**src/inc/iaos_pkg.sv**
```systemverilog
// constants and carrier types for the interleaved converter output stage
package iaos_pkg;

  // word layout
  localparam int DATA_W = 12;
  localparam logic [11:0] CODE_POS_FULL = 12'h7FF; // most positive full scale
  localparam logic [11:0] CODE_ZERO = 12'h000;     // mid-scale zero
  localparam logic [11:0] CODE_NEG_FULL = 12'h800; // most negative full scale
  localparam logic [11:0] SIGN_FLIP = 12'h800;     // offset-binary to twos complement
  localparam logic [11:0] DATA_RST = 12'h000;
  localparam logic [11:0] DATA_COMP_RST = 12'hFFF;

  // timing
  localparam int LATENCY_CYC = 40;     // encode cycles from sample to output
  localparam int REF_CLK_MHZ = 100;
  localparam int RESET_MIN_NS = 200;   // least reset low time, kept by the far side
  localparam int RESET_MIN_CYC = (RESET_MIN_NS * REF_CLK_MHZ + 999) / 1000;
  localparam int RESUME_MS = 600;      // longest time to resume after reset
  localparam int RESUME_CYC = RESUME_MS * REF_CLK_MHZ * 1000;

  // one sample travelling down the pipeline
  typedef struct packed {
    logic valid;
    logic chan_b;
    logic [DATA_W-1:0] data;
  } iaos_word_type;

  // one channel's differential output pins
  typedef struct packed {
    logic [DATA_W-1:0] bit_true;
    logic [DATA_W-1:0] bit_comp;
    logic ready_strobe_true;
    logic ready_strobe_comp;
  } iaos_chan_pins_type;

  localparam iaos_chan_pins_type PINS_RST = '{DATA_RST, DATA_COMP_RST, 1'b0, 1'b1};

  // operating modes of the output stage
  typedef enum logic [1:0] {
    MODE_RESUME = 2'b00,
    MODE_RUN = 2'b01,
    MODE_HOLD = 2'b10
  } iaos_mode_type;

endpackage

```
**src/iaos_delay_line.sv**
```systemverilog
// fixed-length sample pipeline advanced by encode edges
`timescale 1ns/1ps
`default_nettype none
module iaos_delay_line import iaos_pkg::*; #(
  parameter int DEPTH = LATENCY_CYC
) (
  input wire logic ref_clk,             // system clock
  input wire logic rstn,                // synchronous reset, active low
  input wire logic shift_en,            // one-cycle pulse per encode edge
  input wire logic flush,               // drop every word in flight
  input wire iaos_word_type in_word,    // sample entering the pipeline
  output iaos_word_type out_word        // sample leaving after DEPTH shifts
);

  if (DEPTH < 2) begin : g_bad_depth
    $error("iaos_delay_line: DEPTH must be at least 2");
  end

  typedef struct packed {
    iaos_word_type [DEPTH-1:0] stage;
  } iaos_dly_state_type;

  iaos_dly_state_type st_r;
  iaos_dly_state_type st_nxt;

  // flush beats shift so a word never survives a hold or reset
  always_comb begin
    st_nxt = st_r;
    if (flush) begin
      for (int i = 0; i < DEPTH; i++) begin
        st_nxt.stage[i].valid = 1'b0;
      end
    end else if (shift_en) begin
      st_nxt.stage = {st_r.stage[DEPTH-2:0], in_word};
    end
  end

  always_ff @(posedge ref_clk) begin
    if (!rstn) begin
      st_r <= '0;
    end else begin
      st_r <= st_nxt;
    end
  end

  // word at the far end is the one presented on the next shift
  assign out_word = st_r.stage[DEPTH-1];

endmodule
`default_nettype wire

```
**src/iaos_output_sync.sv**
```systemverilog
// output side of a dual-channel time-interleaved 12-bit converter
// Function
// each sample is sent as 12-bit twos complement, 7FF at positive full scale, 000 at zero, 800 at negative.
// a low level on the reset input resets the device and a high level lets it run.
// the controller holds reset low for at least 200 ns each time.
// after reset release the device resumes within 600 ms and data before that is invalid.
// once output resumes, valid data appears only after 40 encode cycles of latency.
// samples taken while the lead/lag hold is asserted are dropped and never reach the outputs.
// the lead/lag hold aligns buffer capture and may arrive synchronous or asynchronous to encode.
// an asynchronous lead/lag hold is held high by the far side for a minimum time.
// while the hold is asserted both ready strobes stop, restarting only after release.
// a floating reset input reads high and a floating lead/lag input reads low.
// each channel drives its 12-bit word, bit 11 down to bit 0 as LSB, on true and complement pins.
// channel B has its own differential ready strobe, true and complement.
// channel A has its own differential ready strobe, true and complement.
// channels A and B take alternate samples and together form the full-rate stream.
// encode edge to matching output is exactly 40 encode cycles with no variation.
// capture logic registers each word on its own channel strobe and merges A and B alternately.
`timescale 1ns/1ps
`default_nettype none
module iaos_output_sync import iaos_pkg::*; #(
  parameter int unsigned RESUME_CYCLES = RESUME_CYC, // ref_clk cycles to resume after reset
  parameter int LATENCY = LATENCY_CYC                // encode cycles of pipeline latency
) (
  input wire logic ref_clk,                  // 100 MHz system clock
  input wire logic rstn,                     // synchronous reset, active low
  input wire logic encode_clk,               // encode clock pin, asynchronous
  input wire logic lead_lag_hold,            // alignment hold pin, active high, asynchronous
  input wire logic [DATA_W-1:0] sample_code, // offset-binary quantizer code, ref_clk domain
  output iaos_chan_pins_type chan_a_pins,    // channel A data and ready strobe pairs
  output iaos_chan_pins_type chan_b_pins,    // channel B data and ready strobe pairs
  output logic data_valid_window             // high once resume time has elapsed
);

  if (RESUME_CYCLES < 1) begin : g_bad_resume
    $error("iaos_output_sync: RESUME_CYCLES must be at least 1");
  end
  if (LATENCY < 2) begin : g_bad_latency
    $error("iaos_output_sync: LATENCY must be at least 2");
  end

  localparam int CNT_W = (RESUME_CYCLES > 1) ? $clog2(RESUME_CYCLES) : 1;
  localparam logic [CNT_W-1:0] CNT_LAST = CNT_W'(RESUME_CYCLES - 1);

  typedef struct packed {
    logic enc_s1;
    logic enc_s2;
    logic enc_s3;
    logic hold_s1;
    logic hold_s2;
    iaos_mode_type mode;
    logic [CNT_W-1:0] resume_cnt;
    logic phase_b;
    logic valid_win;
    iaos_chan_pins_type pins_a;
    iaos_chan_pins_type pins_b;
  } iaos_top_state_type;

  localparam iaos_top_state_type ST_RST = '{
    enc_s1: 1'b0, enc_s2: 1'b0, enc_s3: 1'b0, hold_s1: 1'b0, hold_s2: 1'b0,
    mode: MODE_RESUME, resume_cnt: '0, phase_b: 1'b0, valid_win: 1'b0,
    pins_a: PINS_RST, pins_b: PINS_RST
  };

  iaos_top_state_type st_r;
  iaos_top_state_type st_nxt;
  iaos_word_type in_word;
  iaos_word_type out_word;
  logic enc_rise;
  logic hold_on;
  logic flush;

  // raw code 4095 maps to 7FF, 2048 to 000, 0 to 800
  function automatic logic [DATA_W-1:0] to_twos(input logic [DATA_W-1:0] raw);
    to_twos = raw ^ SIGN_FLIP;
  endfunction

  // load a channel's pins; complement pins always mirror the true ones
  function automatic iaos_chan_pins_type drive_pins(input logic [DATA_W-1:0] data, input logic strobe);
    drive_pins.bit_true = data;
    drive_pins.bit_comp = ~data;
    drive_pins.ready_strobe_true = strobe;
    drive_pins.ready_strobe_comp = ~strobe;
  endfunction

  // encode passes three flops (two sync, one edge detect), hold passes two; an undriven hold pin is assumed pulled low outside
  assign enc_rise = st_r.enc_s2 & ~st_r.enc_s3;
  assign hold_on = st_r.hold_s2;
  // hold or the resume wait empties the pipeline, so output restarts after full latency
  assign flush = (st_r.mode != MODE_RUN) | hold_on;

  // sample entering the pipe, tagged with its interleave channel
  always_comb begin
    in_word.valid = (st_r.mode == MODE_RUN) & ~hold_on;
    in_word.chan_b = st_r.phase_b;
    in_word.data = to_twos(sample_code);
  end

  iaos_delay_line #(
    .DEPTH(LATENCY)
  ) u_pipe (
    .ref_clk(ref_clk),
    .rstn(rstn),
    .shift_en(enc_rise),
    .flush(flush),
    .in_word(in_word),
    .out_word(out_word)
  );

  // synchronisers, mode sequencing and output pin drive
  always_comb begin
    st_nxt = st_r;
    st_nxt.enc_s1 = encode_clk;
    st_nxt.enc_s2 = st_r.enc_s1;
    st_nxt.enc_s3 = st_r.enc_s2;
    st_nxt.hold_s1 = lead_lag_hold;
    st_nxt.hold_s2 = st_r.hold_s1;
    unique case (st_r.mode)
      MODE_RESUME: begin
        // count out the whole resume time before any sample is taken
        if (st_r.resume_cnt == CNT_LAST) begin
          st_nxt.mode = MODE_RUN;
          st_nxt.valid_win = 1'b1;
        end else begin
          st_nxt.resume_cnt = st_r.resume_cnt + 1'b1;
        end
      end
      MODE_RUN: begin
        if (hold_on) begin
          st_nxt.mode = MODE_HOLD;
        end else if (enc_rise) begin
          st_nxt.phase_b = ~st_r.phase_b;
        end
      end
      MODE_HOLD: begin
        // restart on channel A so capture buffers line up after each hold
        st_nxt.phase_b = 1'b0;
        if (!hold_on) begin
          st_nxt.mode = MODE_RUN;
        end
      end
    endcase
    if (flush) begin
      // strobes idle; data pins keep their last word
      st_nxt.pins_a = drive_pins(st_r.pins_a.bit_true, 1'b0);
      st_nxt.pins_b = drive_pins(st_r.pins_b.bit_true, 1'b0);
    end else if (enc_rise) begin
      if (!out_word.valid) begin
        st_nxt.pins_a = drive_pins(st_r.pins_a.bit_true, 1'b0);
        st_nxt.pins_b = drive_pins(st_r.pins_b.bit_true, 1'b0);
      end else if (out_word.chan_b) begin
        st_nxt.pins_b = drive_pins(out_word.data, 1'b1);
        st_nxt.pins_a = drive_pins(st_r.pins_a.bit_true, 1'b0);
      end else begin
        st_nxt.pins_a = drive_pins(out_word.data, 1'b1);
        st_nxt.pins_b = drive_pins(st_r.pins_b.bit_true, 1'b0);
      end
    end
  end

  // low reset means device reset; high lets it run
  always_ff @(posedge ref_clk) begin
    if (!rstn) begin
      st_r <= ST_RST;
    end else begin
      st_r <= st_nxt;
    end
  end

  assign chan_a_pins = st_r.pins_a;
  assign chan_b_pins = st_r.pins_b;
  assign data_valid_window = st_r.valid_win;

endmodule
`default_nettype wire

```
**config.mk**
```make
export PLATFORM = sky130hd
export DESIGN_NAME = iaos_output_sync
export DESIGN_NICKNAME = d
export VERILOG_FILES = /design/src/inc/iaos_pkg.sv /design/src/iaos_delay_line.sv /design/src/iaos_output_sync.sv
export SDC_FILE = /design/constraint.sdc
export NUM_CORES = 1
export LEC_CHECK = 0
export ABC_AREA = 0
export BUFFER_PORTS_ARGS = -buffer_cell sky130_fd_sc_hd__buf_2
export CAP_MARGIN = 10
export CORE_ASPECT_RATIO = 0.5
export CORE_UTILIZATION = 55
export CTS_CLUSTER_DIAMETER = 80
export CTS_CLUSTER_SIZE = 25
export DETAILED_ROUTE_END_ITERATION = 8
export GPL_ROUTABILITY_DRIVEN = 0
export GPL_TIMING_DRIVEN = 0
export PLACE_DENSITY = 0.75
export SETUP_SLACK_MARGIN = 0.02
export SYNTH_ARGS = -nofsm -noshare
export SYNTH_HDL_FRONTEND = slang
export SYNTH_SLANG_ARGS = --single-unit
```
**constraint.sdc**
```tcl
create_clock -name ref_clk -period 1.7 [get_ports ref_clk]
set_input_delay 0.34 -clock ref_clk [delete_from_list [all_inputs] [get_ports ref_clk]]
set_output_delay 0.34 -clock ref_clk [all_outputs]
set_load 0.02 [all_outputs]
```
[Word level (Yosys, flattened, before mapping)]
Cells that the tools add are included.
Storage, ports and cells
  ROM bits: 0
  logic and storage cells: 183
  memory bits (writable): 0
  memories kept: 0
  register bits: 647
  latch bits: 0
  output and inout bits: 53
  input port bits: 16
Cells by class
  shift-type cells: 0
  bitwise logic cells: 14
  order comparisons: 0
  muxes and demuxes: 11
  multipliers: 0
  equality and inequality tests: 9
  $add $sub $neg: 1
  reduce and logical (&&, ||, !) cells: 11
  div/mod/pow operators: 0
Operators by type and width (number)
  $mux W40: 4
  $not A12 Y12: 3
  $add A26 B1 Y26 const B: 1
  $eq A26 B26 Y1 const B: 1
  $ne A2 B2 Y1 const B: 5
  $not A1 Y1: 8
  $reduce_and A4 Y1: 2
  $mux W2: 3
  $pmux W2 S3: 1
  $reduce_and A2 Y1: 3
  $reduce_and A3 Y1: 2
  $reduce_bool A2 Y1: 2
  $and A1 B1 Y1: 2
  $eq A2 B1 Y1 const B: 1
  $eq A2 B2 Y1 const B: 1
  $logic_not A2 Y1: 1
  $mux W1: 2
  $ne A2 B1 Y1 const B: 1
  $pmux W1 S2: 1
  $reduce_or A2 Y1: 1
  $or A1 B1 Y1: 1

[Longest topological paths before layout]
  depth in word-level cells: 5
  depth in mapped cells: 9

[Modules after synthesis]
Synthesis repeated with hierarchy kept, for this count alone.
Unflattened totals
  cell total of the unflattened synthesis: 2297
  area total of the unflattened synthesis: 23948.0 µm²
By module, submodules not included
  iaos_delay_line: area an instance 20035.5 µm², seq. area each 11210.8 µm², instances 1, cells an instance 1835
  iaos_output_sync: area an instance 3912.5 µm², seq. area each 1741.7 µm², instances 1, cells an instance 462

[Worst setup path before layout]
No wires, ideal clock.
  path kind: register to register
  from: register st_r[54] in the netlist's numbering
  to: register st_r[54] in the netlist's numbering
  path slack: -0.202 ns
  stages on the path, launching flop included: 10
  arrival time: 1.775 ns
  cell sequence: dfxtp_1 > ha_1 > nand3_1 > or2_1 > buf_2 > o31ai_4 > buf_4 > buf_6 > xor2_1 > nor2_1
On the way
  word-level cells in the longest chain between the ends: 3
Ends and longest elaborated chain
  start, declared: line iaos_output_sync.sv:65  | iaos_top_state_type st_r;
  start signal, assigned: line iaos_output_sync.sv:166  | st_r <= st_nxt;
  parallel branches: the longest is 3 deep, another holds $add A26 B1 Y26
Several ways; the timed one is not identified.
A chain may end at the register's enable or synchronous reset.

[Worst setup path after layout]
  from: register st_r (netlist bit hold_on)
  to: register u_pipe.st_r[94] in the netlist's numbering
On the way
  word-level cells in the longest chain between the ends: 3
Ends and longest elaborated chain
  $or A1 B1 Y1: line iaos_output_sync.sv:90  | assign flush = (st_r.mode != MODE_RUN) | hold_on;
  $not A1 Y1 (no line)
  $reduce_and A2 Y1 (no line)
  end signal, assigned: line iaos_delay_line.sv:42  | st_r <= st_nxt;
  end, declared: line iaos_delay_line.sv:23  | iaos_dly_state_type st_r;
No other way between the ends.

==> run metrics <==
status complete, but fails checks; failing checks setup timing; CTS HTree Levels 1; Mapped Area about 23000 sq um; fin nets around 3100; Net Sw Power 4.88 mW; DRT Pass-1 Iters 6; CTS Sinks roughly 650; IO Pins 69; global route overflow 0; Die X-Extent 291 um; DP HPWL approximately 35 mm; Final Hold Viols 0; synthesized instance count 2898; Slew Limit Fails 0; core area 40800 sq um; Critical-path top delay cell or3b_4; critical path endpoint category register; sum of negative setup slack -62010 ps; drt initial violations approximately 1300; WP depth 8; reg2reg setup slack -200 ps; minimum clock period 1900 ps; highest cell delay on the worst timing path about 420 ps; post-place instance area 24100 sq um; Fmax 527 MHz; port bufs 68; warnings from Yosys 0; initial antenna violation count 0; FF-to-FF End u_pipe.st_r[94]; crit path cell chain or3b_4, buf_8, nor2_4, buf_12, buf_16, buf_8, nand2_1, a21oi_1; Slew headroom approximately 54%; Min Hold Slack roughly 80 ps; Synth Register Bits between 600 and 700; cells on worst reg2reg path 8; library cells used by synthesis 41; global-route wire length before repair 85.1 mm; drt wl/cell roughly 14 um; CP Launch Type register; register area share after synthesis around 56%; Initial Utilization between 50% and 60%; switch share 21.1%; Synth async-reset ratio 0%; Fin Clk Skew about 17 ps; clk root buf clkbuf_16; final period utilization 112%; Vias around 19000; Area growth, synth to finish 15.2%; Final Power about 23 mW; sequential share of power 65.3%; CP max FO 9; antenna viol nets, final 0; Clock Latency Late Sink roughly 590 ps; CTS tree built; Total GRT Usage 23.6%; critical path's top delay family buffers and inverters; setup violators final 540; final instance area around 26000 sq um; clock share of power 32.7%; Filler cells around 3500; EDFF count, synth 0; Worst Tran Pin Value 693 ps; vias per cell 5.28; layout cells sized above 1 between 10% and 20%; syn avg cell area 7.92 sq um; Worst Hold Launch rstn; Worst Setup EP u_pipe.st_r[94]; WP data arrival between 2000 and 2500 ps; die area ~43000 sq um; # diodes 0; LEAKAGE just under 9 nW; Hold Crit Class primary input to register; pin count of the biggest net entering global routing 26; Rows 52; crit-path most repeated cell buf_8; syn_nets 2915; Worst Path Buf+Inv 4; vias in the first global route approximately 18000; Reg2Reg Launch Point hold_on; Worst Setup SP hold_on; slack of the critical path -199 ps; CP Class register to register; TritonCTS Buffers 29; Synth Flop Type dfxtp_1; combinational power share ~2.0%; DRC 0; DP Worst Slack -952 ps; Power Dens Cells slightly below 900 nW/um^2; clk slew on worst S/H paths 100 ps; Max-Cap Viols 0; Cell Int Power 18.3 mW; Die Y-Extent about 150 um; unrepaired setup endpoints after global routing yes; Total Wirelength around 52 mm; VDD IR max 797 uV; CTS max path bufs 3; critical path required time 2220 ps
## tightest hold or removal path, stage by stage
cell and delay (ps):
buf_2 150, nand2b_1 80, mux2i_1 60
## power groups by stage
stage / clock [mW] / sequential [mW] / combinational [mW]
floorplan: 0 / 15.5 / 0.249
global placement: 0 / 15.5 / 0.383
detailed placement: 0 / 15.5 / 0.386
CTS: 7.74 / 15.2 / 0.425
global route: 8.30 / 15.2 / 0.496
finish: 7.58 / 15.2 / 0.455
## cell usage after synthesis (all sizes together), types with 5 or more instances
| master | number | area, sq um |
|---|---|---|
| nand2 | 1180 | 4430 |
| dfxtp | 647 | 13000 |
| a21oi | 626 | 3130 |
| clkbuf | 148 | 556 |
| buf | 119 | 751 |
| nor2 | 44 | 173 |
| o221ai | 24 | 210 |
| nand3 | 14 | 70.1 |
| o21ai | 10 | 50.0 |
| nand4 | 9 | 56.3 |
| o31ai | 8 | 73.8 |
| or3 | 8 | 50.1 |
| and2 | 6 | 37.5 |
| or4 | 6 | 45.0 |
| xor2 | 6 | 52.6 |
| inv | 5 | 18.8 |
| xnor2 | 5 | 43.8 |
## cell type report
cell class	instances	area (sq um)	share of cell area (%)
Buffer	265	1840	6.96
Clock inverter	1	5.00	0.0189
Multi-Input combinational cell	1979	9190	34.8
Inverter	5	18.8	0.0710
Clock buffer	29	726	2.74
Tap cell	540	676	2.56
Timing Repair Buffer	124	1000	3.80
Sequential cell	647	13000	49.1
## per-layer routing
metal / vias to the layer above / GRT usage [%] / wire [um]
li1: 9647 / - / -
met1: 8842 / 33.0 / 24600
met2: 368 / 39.1 / 23900
met3: 84 / 3.03 / 2270
met4: 0 / 5.08 / 1170
met5: - / 0 / 0
## cells by family (layout without fill, tap and decap cells)
kind of cell	Yosys count	after routing	synth area share, %
buf+inv	272	424	5.77
mux	1	1	0.0436
flops	647	647	56.4
fa+ha+maj	1	1	0.0545
xor+xnor	11	11	0.420
compound gates	673	673	15.3
simple gates	1293	1293	22.0
## worst min-delay path by stage
stage | cells past startpoint | to | slack (ps)
CTS | 3 | st_r[69] | 60
floorplan | 1 | hold_on | 410
global placement | 1 | st_nxt[84] | 410
global route | 3 | st_r[69] | 90
finish | 3 | st_r[69] | 80
detailed placement | 1 | st_nxt[84] | 420
## through the flow
step	utilization (%)	cells
floorplan	-	2898
global placement	59.2	3506
detailed placement	59.2	3506
CTS	63.3	3577
global route	64.8	3590
finish	64.8	3590
## registers in the layout (all words and copies together) (netlist names)
signal             flops
chan_a_pins           26
chan_b_pins           26
data_valid_window      1
hold_on                1
in_word                1
st_nxt                 3
st_r                  29
u_pipe.out_word       14
u_pipe.st_r          546
## cells in the final DEF (no fill, tap or decap), types with 4 or more instances in the layout
| master | instances |
|---|---|
| buf_1 | 9 |
| nor2_1 | 39 |
| a21oi_2 | 66 |
| clkbuf_1 | 100 |
| nor2_4 | 4 |
| o21ai_1 | 7 |
| nand2_4 | 11 |
| dfxtp_4 | 6 |
| nand4_1 | 9 |
| buf_2 | 73 |
| nand3_1 | 12 |
| xnor2_1 | 4 |
| clkbuf_16 | 34 |
| dfxtp_2 | 7 |
| a21oi_1 | 560 |
| xor2_1 | 6 |
| dfxtp_1 | 634 |
| buf_16 | 5 |
| clkbuf_8 | 5 |
| inv_1 | 5 |
| o31ai_1 | 6 |
| nand2_1 | 1152 |
| clkbuf_2 | 31 |
| buf_6 | 43 |
| or3_1 | 7 |
| o221ai_1 | 24 |
| and4_1 | 4 |
| buf_8 | 12 |
| dlygate4sd3_1 | 14 |
| buf_12 | 7 |
| and2_1 | 6 |
| nand2_2 | 17 |
| buf_4 | 82 |
| and3_1 | 4 |
| or4_1 | 6 |
## what timing repair did
| item | CTS | global route |
|---|---|---|
| setup endpoints to repair | 638 | 640 |
| gates resized for setup | 148 | 164 |
| hold buffers | 14 | 0 |
| hold endpoints to repair | 14 | 0 |
| gates cloned | 5 | 5 |
| buffers inserted | 23 | 10 |
| pin swaps | 17 | 32 |
No activity file was read; power rests on OpenSTA's default activity.
